[config.mk]
export PLATFORM = sky130hd
export DESIGN_NAME = phy_autoneg_advert_reg
export DESIGN_NICKNAME = d
export VERILOG_FILES = /design/src/phy_autoneg_advert_reg.v
export VERILOG_INCLUDE_DIRS = /design/src
export SDC_FILE = /design/constraint.sdc
export NUM_CORES = 1
export LEC_CHECK = 0
export ABC_AREA = 0
export BUFFER_PORTS_ARGS = -buffer_cell sky130_fd_sc_hd__buf_4
export CAP_MARGIN = 25
export CORE_MARGIN = 1
export CORE_UTILIZATION = 30
export CTS_BUF_LIST = sky130_fd_sc_hd__clkbuf_4 sky130_fd_sc_hd__clkbuf_8
export DETAILED_ROUTE_END_ITERATION = 6
export GPL_ROUTABILITY_DRIVEN = 1
export PLACE_DENSITY = 0.58
export SYNTH_ARGS = -nofsm -noshare
export SYNTH_HDL_FRONTEND = slang
export SYNTH_SLANG_ARGS = --single-unit
[constraint.sdc]
create_clock -name clk -period 2.35 [get_ports clk]
set_input_delay 0.47 -clock clk [delete_from_list [all_inputs] [get_ports clk]]
set_output_delay 0.47 -clock clk [all_outputs]
set_load 0.05 [all_outputs]
[src/an_adv_map.vh]
// Register map and field constants for the auto-negotiation advertisement bank
`ifndef AN_ADV_MAP_VH
`define AN_ADV_MAP_VH

// ----------------------------------------
// Addressing
// ----------------------------------------
`define ADV_ADDR_W 5
`define ADV_DATA_W 16
`define ADV_INDEX 4'h4
`define ADV_PHY_SEL_BIT 4
`define ADV_N_PHY 2
`define ADV_PHY_A 0
`define ADV_PHY_B 1

// ----------------------------------------
// Strap positions within one PHY group
// ----------------------------------------
`define ADV_STRAP_W 6
`define STRAP_MANUAL_FC 5
`define STRAP_FD_FC 4
`define STRAP_AUTONEG 3
`define STRAP_SPEED 2
`define STRAP_DUPLEX 1
`define STRAP_FIBER 0

// ----------------------------------------
// Field positions
// ----------------------------------------
`define ADV_NEXT_PAGE 15
`define ADV_RSVD_14 14
`define ADV_REMOTE_FAULT 13
`define ADV_EXT_NEXT_PAGE 12
`define ADV_ASYM_PAUSE 11
`define ADV_SYM_PAUSE 10
`define ADV_RSVD_9 9
`define ADV_100_FD 8
`define ADV_100_HD 7
`define ADV_10_FD 6
`define ADV_10_HD 5
`define ADV_SEL_HI 4
`define ADV_SEL_LO 0

// ----------------------------------------
// Write mask and fixed reset parts
// ----------------------------------------
`define ADV_WR_MASK 16'hbdff
`define ADV_SEL_RESET 5'h01
`define ADV_FIXED_RESET 16'h0181
`define ADV_ZERO16 16'h0000

`endif

[src/phy_autoneg_advert_reg.v]
// Auto-negotiation advertisement registers for two PHYs with strap-derived defaults
//
// Overview of operation
// - Register at index 4, 16 bits, read/write
// - Bit 15 next page, resets 0
// - Bit 13 remote fault, resets 0
// - Bits 11/10 asymmetric and symmetric pause
// - Manual strap 0: sym 1, asym FD strap
// - Manual strap 1: both pause bits 0
// - Fiber mode: pause and 10BASE-T defaults 0
// - Bits 8/7 100BASE-X duplex, reset 1
// - Bit 6 default: an OR (!speed AND duplex)
// - Bit 5 default: an OR !speed
// - Selector bits 4:0 reset to 00001
`timescale 1ns/1ps
`include "an_adv_map.vh"

module phy_autoneg_advert_reg (
  // Clock and reset
  input wire clk,
  input wire reset,
  // Register port: bit 4 of address selects PHY B
  input wire [`ADV_ADDR_W-1:0] reg_addr,
  input wire [`ADV_DATA_W-1:0] reg_wdata,
  input wire reg_write,
  input wire reg_read,
  output reg [`ADV_DATA_W-1:0] reg_rdata,
  // Configuration straps, PHY A
  input wire manual_flow_ctl_cfg_a,
  input wire full_duplex_flow_ctl_cfg_a,
  input wire autoneg_cfg_a,
  input wire speed_cfg_a,
  input wire duplex_cfg_a,
  input wire fiber_mode_a,
  // Configuration straps, PHY B
  input wire manual_flow_ctl_cfg_b,
  input wire full_duplex_flow_ctl_cfg_b,
  input wire autoneg_cfg_b,
  input wire speed_cfg_b,
  input wire duplex_cfg_b,
  input wire fiber_mode_b,
  // Advertised abilities to auto-negotiation
  output wire [`ADV_DATA_W-1:0] advert_a,
  output wire [`ADV_DATA_W-1:0] advert_b
);

  // ----------------------------------------
  // Local sizes
  // ----------------------------------------
  // Two PHYs share one register port; each has six straps
  localparam N_PHY = `ADV_N_PHY;
  localparam STRAP_W = `ADV_STRAP_W;
  localparam SYNC_W = `ADV_N_PHY * `ADV_STRAP_W;
  localparam DATA_W = `ADV_DATA_W;

  // ----------------------------------------
  // Start-up sequencer states, one-hot
  // ----------------------------------------
  // Settle and sample cover the two synchroniser stages
  localparam [3:0] ST_SETTLE = 4'h1;
  localparam [3:0] ST_SAMPLE = 4'h2;
  localparam [3:0] ST_LOAD = 4'h4;
  localparam [3:0] ST_RUN = 4'h8;

  // ----------------------------------------
  // Default value from latched straps
  // ----------------------------------------
  // Fiber mode clears the pause and 10BASE-T bits regardless of straps
  function [`ADV_DATA_W-1:0] strap_default;
    input [`ADV_STRAP_W-1:0] s;
    reg [`ADV_DATA_W-1:0] v;
    reg manual_fc;
    reg fd_fc;
    reg an;
    reg spd;
    reg dup;
    reg fiber;
    begin
      manual_fc = s[`STRAP_MANUAL_FC];
      fd_fc = s[`STRAP_FD_FC];
      an = s[`STRAP_AUTONEG];
      spd = s[`STRAP_SPEED];
      dup = s[`STRAP_DUPLEX];
      fiber = s[`STRAP_FIBER];

      // Fixed part: next page, fault and 100BASE-X bits, selector
      v = `ADV_FIXED_RESET;
      if (!fiber) begin
        v[`ADV_SYM_PAUSE] = ~manual_fc;
        v[`ADV_ASYM_PAUSE] = ~manual_fc & fd_fc;
        v[`ADV_10_FD] = an | (~spd & dup);
        v[`ADV_10_HD] = an | ~spd;
      end
      strap_default = v;
    end
  endfunction

  // ----------------------------------------
  // Write data with read-only bits cleared
  // ----------------------------------------
  // Reserved bits 14 and 9 never take write data
  // Bit 12 stays writable; software keeps it at zero
  function [`ADV_DATA_W-1:0] masked_write;
    input [`ADV_DATA_W-1:0] d;
    reg [`ADV_DATA_W-1:0] v;
    begin
      v = `ADV_ZERO16;
      v[`ADV_NEXT_PAGE] = d[`ADV_NEXT_PAGE];
      v[`ADV_REMOTE_FAULT] = d[`ADV_REMOTE_FAULT];
      v[`ADV_EXT_NEXT_PAGE] = d[`ADV_EXT_NEXT_PAGE];
      v[`ADV_ASYM_PAUSE] = d[`ADV_ASYM_PAUSE];
      v[`ADV_SYM_PAUSE] = d[`ADV_SYM_PAUSE];
      v[`ADV_100_FD] = d[`ADV_100_FD];
      v[`ADV_100_HD] = d[`ADV_100_HD];
      v[`ADV_10_FD] = d[`ADV_10_FD];
      v[`ADV_10_HD] = d[`ADV_10_HD];
      v[`ADV_SEL_HI:`ADV_SEL_LO] = d[`ADV_SEL_HI:`ADV_SEL_LO];
      masked_write = v;
    end
  endfunction

  // ----------------------------------------
  // Register index decode
  // ----------------------------------------
  // Low address bits pick the register, the top bit picks the PHY
  function index_hit;
    input [`ADV_ADDR_W-1:0] a;
    begin
      index_hit = (a[`ADV_PHY_SEL_BIT-1:0] == `ADV_INDEX);
    end
  endfunction

  function hit;
    input [`ADV_ADDR_W-1:0] a;
    input phy;
    begin
      hit = index_hit(a) & (a[`ADV_PHY_SEL_BIT] == phy);
    end
  endfunction

  // ----------------------------------------
  // Strap bundles, one group per PHY
  // ----------------------------------------
  wire [STRAP_W-1:0] strap_a;
  wire [STRAP_W-1:0] strap_b;
  wire [SYNC_W-1:0] strap_raw;
  wire [SYNC_W-1:0] strap_sync;

  // PHY A straps
  assign strap_a[`STRAP_MANUAL_FC] = manual_flow_ctl_cfg_a;
  assign strap_a[`STRAP_FD_FC] = full_duplex_flow_ctl_cfg_a;
  assign strap_a[`STRAP_AUTONEG] = autoneg_cfg_a;
  assign strap_a[`STRAP_SPEED] = speed_cfg_a;
  assign strap_a[`STRAP_DUPLEX] = duplex_cfg_a;
  assign strap_a[`STRAP_FIBER] = fiber_mode_a;

  // PHY B straps
  assign strap_b[`STRAP_MANUAL_FC] = manual_flow_ctl_cfg_b;
  assign strap_b[`STRAP_FD_FC] = full_duplex_flow_ctl_cfg_b;
  assign strap_b[`STRAP_AUTONEG] = autoneg_cfg_b;
  assign strap_b[`STRAP_SPEED] = speed_cfg_b;
  assign strap_b[`STRAP_DUPLEX] = duplex_cfg_b;
  assign strap_b[`STRAP_FIBER] = fiber_mode_b;

  assign strap_raw = {strap_b, strap_a};

  // ----------------------------------------
  // Two-stage synchroniser per strap bit
  // ----------------------------------------
  // Straps are asynchronous pins; only the second stage is read
  // Reset clears both stages; the sequencer waits them out
  genvar b;
  generate
    for (b = 0; b < SYNC_W; b = b + 1) begin : strap_sync_bit
      reg meta_q;
      reg stable_q;

      always @(posedge clk or posedge reset) begin
        if (reset) begin
          meta_q <= 1'b0;
          stable_q <= 1'b0;
        end else begin
          meta_q <= strap_raw[b];
          stable_q <= meta_q;
        end
      end

      assign strap_sync[b] = stable_q;
    end
  endgenerate

  // ----------------------------------------
  // Start-up sequencer
  // ----------------------------------------
  // Defaults load once, on the third edge after reset release,
  // when the synchroniser holds the strap levels
  reg [3:0] state_q;
  reg [3:0] state_d;
  wire load_defaults;

  always @* begin
    state_d = state_q;
    case (state_q)
      ST_SETTLE: begin
        state_d = ST_SAMPLE;
      end
      ST_SAMPLE: begin
        state_d = ST_LOAD;
      end
      ST_LOAD: begin
        state_d = ST_RUN;
      end
      ST_RUN: begin
        state_d = ST_RUN;
      end
      default: begin
        state_d = ST_SETTLE;
      end
    endcase
  end

  always @(posedge clk or posedge reset) begin
    if (reset) begin
      state_q <= ST_SETTLE;
    end else begin
      state_q <= state_d;
    end
  end

  assign load_defaults = (state_q == ST_LOAD);

  // ----------------------------------------
  // Write decode, one strobe per PHY
  // ----------------------------------------
  wire [N_PHY-1:0] wr_sel;
  genvar g;

  generate
    for (g = 0; g < N_PHY; g = g + 1) begin : phy_wr
      assign wr_sel[g] = reg_write & hit(reg_addr, g == `ADV_PHY_B);
    end
  endgenerate

  // ----------------------------------------
  // Next value of each PHY copy
  // ----------------------------------------
  // Default load wins over a write in the same cycle
  wire [N_PHY*DATA_W-1:0] adv_d;
  wire [N_PHY*DATA_W-1:0] adv_flat;

  generate
    for (g = 0; g < N_PHY; g = g + 1) begin : phy_copy
      wire [STRAP_W-1:0] latched;
      wire [DATA_W-1:0] dflt;
      wire [DATA_W-1:0] current;
      wire [DATA_W-1:0] written;
      wire sel;
      reg [DATA_W-1:0] next_d;

      assign latched = strap_sync[g*STRAP_W +: STRAP_W];
      assign dflt = strap_default(latched);
      assign current = adv_flat[g*DATA_W +: DATA_W];
      assign written = masked_write(reg_wdata);
      assign sel = wr_sel[g];

      always @* begin
        next_d = current;
        if (load_defaults) begin
          next_d = dflt;
        end else if (sel) begin
          next_d = written;
        end
      end

      assign adv_d[g*DATA_W +: DATA_W] = next_d;
    end
  endgenerate

  // ----------------------------------------
  // Register storage, one word per PHY
  // ----------------------------------------
  // Reset holds the fixed part; strap bits follow after release
  reg [DATA_W-1:0] adv_q [0:N_PHY-1];
  integer k;

  always @(posedge clk or posedge reset) begin
    if (reset) begin
      for (k = 0; k < N_PHY; k = k + 1) begin
        adv_q[k] <= `ADV_FIXED_RESET;
      end
    end else begin
      for (k = 0; k < N_PHY; k = k + 1) begin
        adv_q[k] <= adv_d[k*DATA_W +: DATA_W];
      end
    end
  end

  // Flat view feeds the next-value logic above
  generate
    for (g = 0; g < N_PHY; g = g + 1) begin : phy_view
      assign adv_flat[g*DATA_W +: DATA_W] = adv_q[g];
    end
  endgenerate

  // ----------------------------------------
  // Advertised abilities to auto-negotiation
  // ----------------------------------------
  // Live values, seen by auto-negotiation without delay
  assign advert_a = adv_q[`ADV_PHY_A];
  assign advert_b = adv_q[`ADV_PHY_B];

  // ----------------------------------------
  // Read select
  // ----------------------------------------
  wire rd_hit;
  wire rd_phy;

  assign rd_hit = reg_read & index_hit(reg_addr);
  assign rd_phy = reg_addr[`ADV_PHY_SEL_BIT];

  // ----------------------------------------
  // Read data, one cycle after strobe
  // ----------------------------------------
  // Idle cycles and unmapped indices read as zero
  reg [DATA_W-1:0] rdata_d;

  always @* begin
    rdata_d = `ADV_ZERO16;
    if (rd_hit) begin
      rdata_d = adv_q[rd_phy];
    end
  end

  always @(posedge clk or posedge reset) begin
    if (reset) begin
      reg_rdata <= `ADV_ZERO16;
    end else begin
      reg_rdata <= rdata_d;
    end
  end

endmodule

* After elaboration in Yosys (flattened, before gate mapping)
Index checks and enable logic that the tools add are counted.
** Word-level totals
- Output and inout bits :: 48
- Logic and storage cells :: 69
- Bits in registers :: 76
- Input bits :: 37
** Cells by class
- Muxes and demuxes :: 13
- Reductions and logical operators :: 3
- Bitwise logic cells :: 19
- Equality and inequality tests :: 5
- Magnitude comparators :: 1
** Operators by type and width (count)
- 16-bit 2-to-1 mux :: 8
- 4-bit case mux with 3 select lines :: 1
- 1-bit bitwise AND :: 9
- 4-bit by 3-bit == test with 1-bit output, second input constant :: 2
- 2-bit 2-to-1 mux :: 4
- 1-bit inverter :: 5
- 4-bit by 1-bit == test with 1-bit output, second input constant :: 1
- 4-bit by 2-bit == test with 1-bit output, second input constant :: 1
- 4-bit == test, second input constant :: 1
- 1-bit bitwise OR :: 4
- 2-bit nonzero test :: 2
- 2-bit >= comparator, second input constant :: 1
- 1-bit inverter with 2-bit output :: 1
- 2-bit OR reduction :: 1

* Depth between registers and ports, before layout
- Depth in word-level cells :: 5
- Mapped depth :: 6
- Mapped depth without buffers :: 3

* Worst setup path after synthesis
No wires, ideal clock.
- Kind :: in2reg
- From :: input port reg_addr[4]
- To :: register adv_q (netlist bit advert_a[15])
- Slack :: 791 ps
- Setup time :: 136 ps
- Arrival :: 1422 ps
- Buffers on the path :: 2
- Stages on the path :: 5
- Required time :: 2214 ps
- Cell sequence :: buf_2 -> or3b_4 -> clkbuf_1 -> o21ai_0 -> a21oi_1
** On the way
- Word-level cells in the longest chain between the ends :: 4
** Ends and longest elaborated chain
- start: declaration :: line phy_autoneg_advert_reg.v:23 : input wire [`ADV_ADDR_W-1:0] reg_addr,
- 1-bit inverter :: line phy_autoneg_advert_reg.v:137 : hit = index_hit(a) & (a[`ADV_PHY_SEL_BIT] == phy);
- 1-bit bitwise AND :: line phy_autoneg_advert_reg.v:137
- 1-bit bitwise AND :: line phy_autoneg_advert_reg.v:240 : assign wr_sel[g] = reg_write & hit(reg_addr, g == `ADV_PHY_B);
- 2-bit nonzero test (no line)
- end signal: indexed assignment :: line phy_autoneg_advert_reg.v:289 : adv_q[k] <= `ADV_FIXED_RESET;
- end signal: indexed assignment :: line phy_autoneg_advert_reg.v:293 : adv_q[k] <= adv_d[k*DATA_W +: DATA_W];
- end: declaration :: line phy_autoneg_advert_reg.v:283 : reg [DATA_W-1:0] adv_q [0:N_PHY-1];
Every way passes these cells.
A chain may end at the register's enable or synchronous reset.

* Worst setup path in the final report
- From :: register state_q[3]
- To :: register adv_q (netlist bit advert_b[11])
** On the way
- Word-level cells in the longest chain between the ends :: 2
- Elaborated cells between the ends (all ways) :: 3
- Those cells by class :: 1 x eq/ne; 1 x mux; 1 x reduce/logical
** Ends and longest elaborated chain
- start: declaration :: line phy_autoneg_advert_reg.v:197 : reg [3:0] state_q;
- start signal: assignment :: line phy_autoneg_advert_reg.v:226 : state_q <= state_d;
- 4-bit by 3-bit == test with 1-bit output (*) :: line phy_autoneg_advert_reg.v:230 : assign load_defaults = (state_q == ST_LOAD);
- 16-bit 2-to-1 mux or 2-bit nonzero test (tied branches)
Mark *: on every way between the ends. The rest lies on a longest branch, timed or not.

==> run summary <==
OUTCOME
------------------------------------------------------------------------------
Outcome ......................................................... complete, no violations

SYNTHESIS
------------------------------------------------------------------------------
Synthesized area per cell .......................................   11.6 sq um
Fraction of the yosys area taken by sequential cells ............        64.3%
Post-Syn Instances ..............................................          236
Flip-flop and latch count after synthesis .......................           70
Netlist Area Pre-Place ..........................................   2740 sq um
Number of library cell types mapped by synthesis ................           28
Count of warnings emitted by yosys ..............................            0

SETUP PATH
------------------------------------------------------------------------------
CP Cell Sequence ................................................ or4b_1 > a21oi_2 > a21oi_1
Number of cell instances on the worst register-to-register path .            3
Category of the critical setup timing path ...................... register to register
Data required time at the worst endpoint ........................      2560 ps
Reg-to-reg startpoint ...........................................   state_q[3]
Type of origin of the critical path .............................     register
Crit Path Max Fanout ............................................           14
End of the worst register-to-register path ...................... advert_b[11]
Element type at the critical path end ...........................     register
Crit. Startpoint ................................................   state_q[3]
Endpoint arrival time on the critical path ......................      1910 ps
Largest incremental delay on the critical path ..................       850 ps
Slowest cell on the critical path ...............................       or4b_1
Internal reg-to-reg setup slack .................................       650 ps

POWER AND IR DROP
------------------------------------------------------------------------------
Total power consumption of the routed design ....................      3.32 mW
Leakage .........................................................      1.69 nW
Power density relative to cell area .............................  913 nW/um^2
Maximum vdd drop ................................................   0.000407 V

FLOORPLANNING
------------------------------------------------------------------------------
Starting density of the core ....................................        31.2%
Full die area ...................................................   9510 sq um
Standard-cell row count .........................................           34
Area of the placeable core ......................................   8760 sq um
Die extent in y ................................................. 97.5 microns
Number of top-level pins ........................................           85
Die X-Extent .................................................... 97.5 microns

STA
------------------------------------------------------------------------------
Setup skew after layout .........................................      7.98 ps
Worst-Margin Slew ...............................................       843 ps
Setup repair after global routing missed its margin .............           no
Time the worst path needs with I/O delays and setup .............      1700 ps
Endpoints failing setup .........................................            0
Share of the clock period used by the worst path ................        72.3%
Final Max Tran Viols ............................................            0
Worst slew margin relative to its limit .........................        43.8%
Maximum frequency from static timing analysis ...................    0.588 GHz
Number of hold-slack violations in the final timing report ......            0
Setup TNS .......................................................         0 ps

CLOCKING
------------------------------------------------------------------------------
Insertion delay of the later-clocked pin in the worst-skew pair .       340 ps
Worst-path clk slew .............................................        70 ps
Setup bufs post-CTS .............................................            0
Total number of H-tree levels ...................................            3
Cts-stage hold buffer count .....................................            0
Total CTS buffers ...............................................            9
Number of gates resized after CTS ...............................            0
Buffer levels on the longest clock path .........................            2
Clock sinks .....................................................           70
CTS tree ........................................................         done
Root buffer cell ................................................     clkbuf_8

FINISH
------------------------------------------------------------------------------
Net count reported at finish ....................................          348
Utilization after layout ........................................        41.5%
Final std cell area, no fill ....................................   3640 sq um
Share of cells above drive strength 1 ...........................        35.8%
Post-synthesis to final-layout area growth ......................        33.1%
Number of antenna repair diodes .................................            0

PLACE
------------------------------------------------------------------------------
Port-buffer cells ...............................................           76
Gp weighted congestion ..........................................        0.712
Instance area at placement ......................................   3410 sq um
HPWL after detailed placement ...................................      4.23 mm

ROUTING
------------------------------------------------------------------------------
DR WL/cell ...................................................... 14.8 microns
1st-iter DRT viols ..............................................           91
Via density per instance ........................................         4.78
Detailed-route via count ........................................        2,027
Antenna Nets Post-Route .........................................            0
Remaining design rule violation count ...........................            0
Wirelength, routed ..............................................      6.28 mm
Number of detailed-routing iterations run before antenna repair .            4

GLOBAL ROUTE
------------------------------------------------------------------------------
Gr ovfl total ...................................................            0
First-pass GRT wire length ......................................      10.2 mm
Total global routing track utilization ..........................        13.8%
Pin count of the biggest net entering global routing ............           71
Initial antenna violation count .................................            0
Number of global-route vias before repair .......................        1,910

FLOW RUN
------------------------------------------------------------------------------
Number of maximum-capacitance constraint violations .............            0

HOLD PATH
------------------------------------------------------------------------------
Kind of path behind the tightest hold check ..................... input port to asynchronous set/reset pin

## per-layer routing
| metal | share of wire (%) | GRT usage, % |
|---|---|---|
| met5 | 0 | 0 |
| met4 | 1.1 | 3.39 |
| met3 | 7.8 | 6.33 |
| met2 | 48 | 21.7 |
| met1 | 43 | 17.4 |
## worst max-delay path: cells and delay by family, from the launching register on
family / cells / cell delay, ps
and+or+nand+nor: 1 / 850
DFF: 1 / 450
AOI/OAI and AO/OA: 2 / 260
## layout by cell type (no fill, tap or decap), drive strengths merged
| master | n |
|---|---|
| conb | 6 |
| nor3b | 2 |
| clkinvlp | 1 |
| nand2b | 2 |
| a2bb2oi | 4 |
| or4b | 1 |
| or3b | 2 |
| mux2i | 14 |
| and3b | 1 |
| nor2 | 18 |
| nand3b | 2 |
| nor3 | 2 |
| bufinv | 2 |
| nor4b | 3 |
| a31oi | 8 |
| dfstp | 7 |
| o21ai | 28 |
| clkbuf | 13 |
| a21oi | 24 |
| nand3 | 26 |
| dfrtp | 63 |
| inv | 3 |
| xnor2 | 1 |
| buf | 83 |
## cell type report
type                            count  area [sq um]
Fill cell                         839          5120
Sequential cell                    70          1760
Multi-Input combinational cell    144           865
Timing Repair Buffer               83           636
Clock buffer                       13           166
Tap cell                          108           135
Clock inverter                      3          67.6
Inverter                            3          11.3
## logic make-up after synthesis
kind of cell | synth area share [%]
mux | 5.12
xor+xnor | 0.320
other cells | 0.137
flops | 64.3
buf+inv | 5.26
compound gates | 12.9
simple gates | 11.9
## state kept, by name, indices dropped and copies added, names as in the netlist
register                 flops
state_q                      4
advert_a                    14
advert_b                    14
strap_sync_bit.meta_q       12
strap_sync_bit.stable_q     12
reg_rdata                   14
## power breakdown
group / switching, mW / total (mW) / leakage [nW] / internal, mW
clock: 0.422 / 1.10 / 0.117 / 0.680
combinational: 0.549 / 0.799 / 0.706 / 0.250
sequential: 0.0804 / 1.42 / 0.868 / 1.34
total: 1.05 / 3.32 / 1.69 / 2.27
## per-stage QoR
stage / setup WS (ps) / hold slack [ps] / cells
after floorplan: 123 / 331 / 241
after global placement: 506 / 335 / 408
after detailed placement: 463 / 335 / 408
final: 650 / 200 / 424
after global routing: 584 / 204 / 424
after CTS: 654 / 213 / 424
## synthesized netlist by cell type
master / count / area share [%]
buf_4: 6 / 1.6
dfstp_2: 7 / 6.7
clkbuf_1: 7 / 0.96
nor3_1: 2 / 0.37
buf_2: 10 / 1.8
or3b_4: 1 / 0.41
nand2b_1: 2 / 0.46
nor3b_2: 1 / 0.46
xnor2_1: 1 / 0.32
a31oi_1: 8 / 1.8
nor3b_1: 1 / 0.27
or4b_1: 1 / 0.37
o21ai_0: 28 / 5.1
or3b_1: 1 / 0.32
conb_1: 1 / 0.14
mux2i_1: 14 / 5.1
nor4b_1: 2 / 0.64
nand3_1: 26 / 4.8
inv_1: 3 / 0.41
a2bb2oi_1: 4 / 1.3
and3b_1: 1 / 0.32
a21oi_2: 2 / 0.64
nor4b_2: 1 / 0.55
nor2_1: 18 / 2.5
dfrtp_1: 63 / 58
buf_6: 1 / 0.41
nand3b_1: 2 / 0.55
a21oi_1: 22 / 4.0
## worst max path at each step
stage | depth (start not counted) | slack, ps | end
2_1_floorplan | 1 | 120 | advert_a[10]
3_3_place_gp | 4 | 510 | advert_b[5]
3_5_place_dp | 4 | 460 | advert_b[8]
4_1_cts | 3 | 650 | advert_b[11]
5_1_grt | 3 | 580 | advert_a[10]
6_report | 3 | 650 | advert_b[11]
No activity file was read; power rests on OpenSTA's default activity.
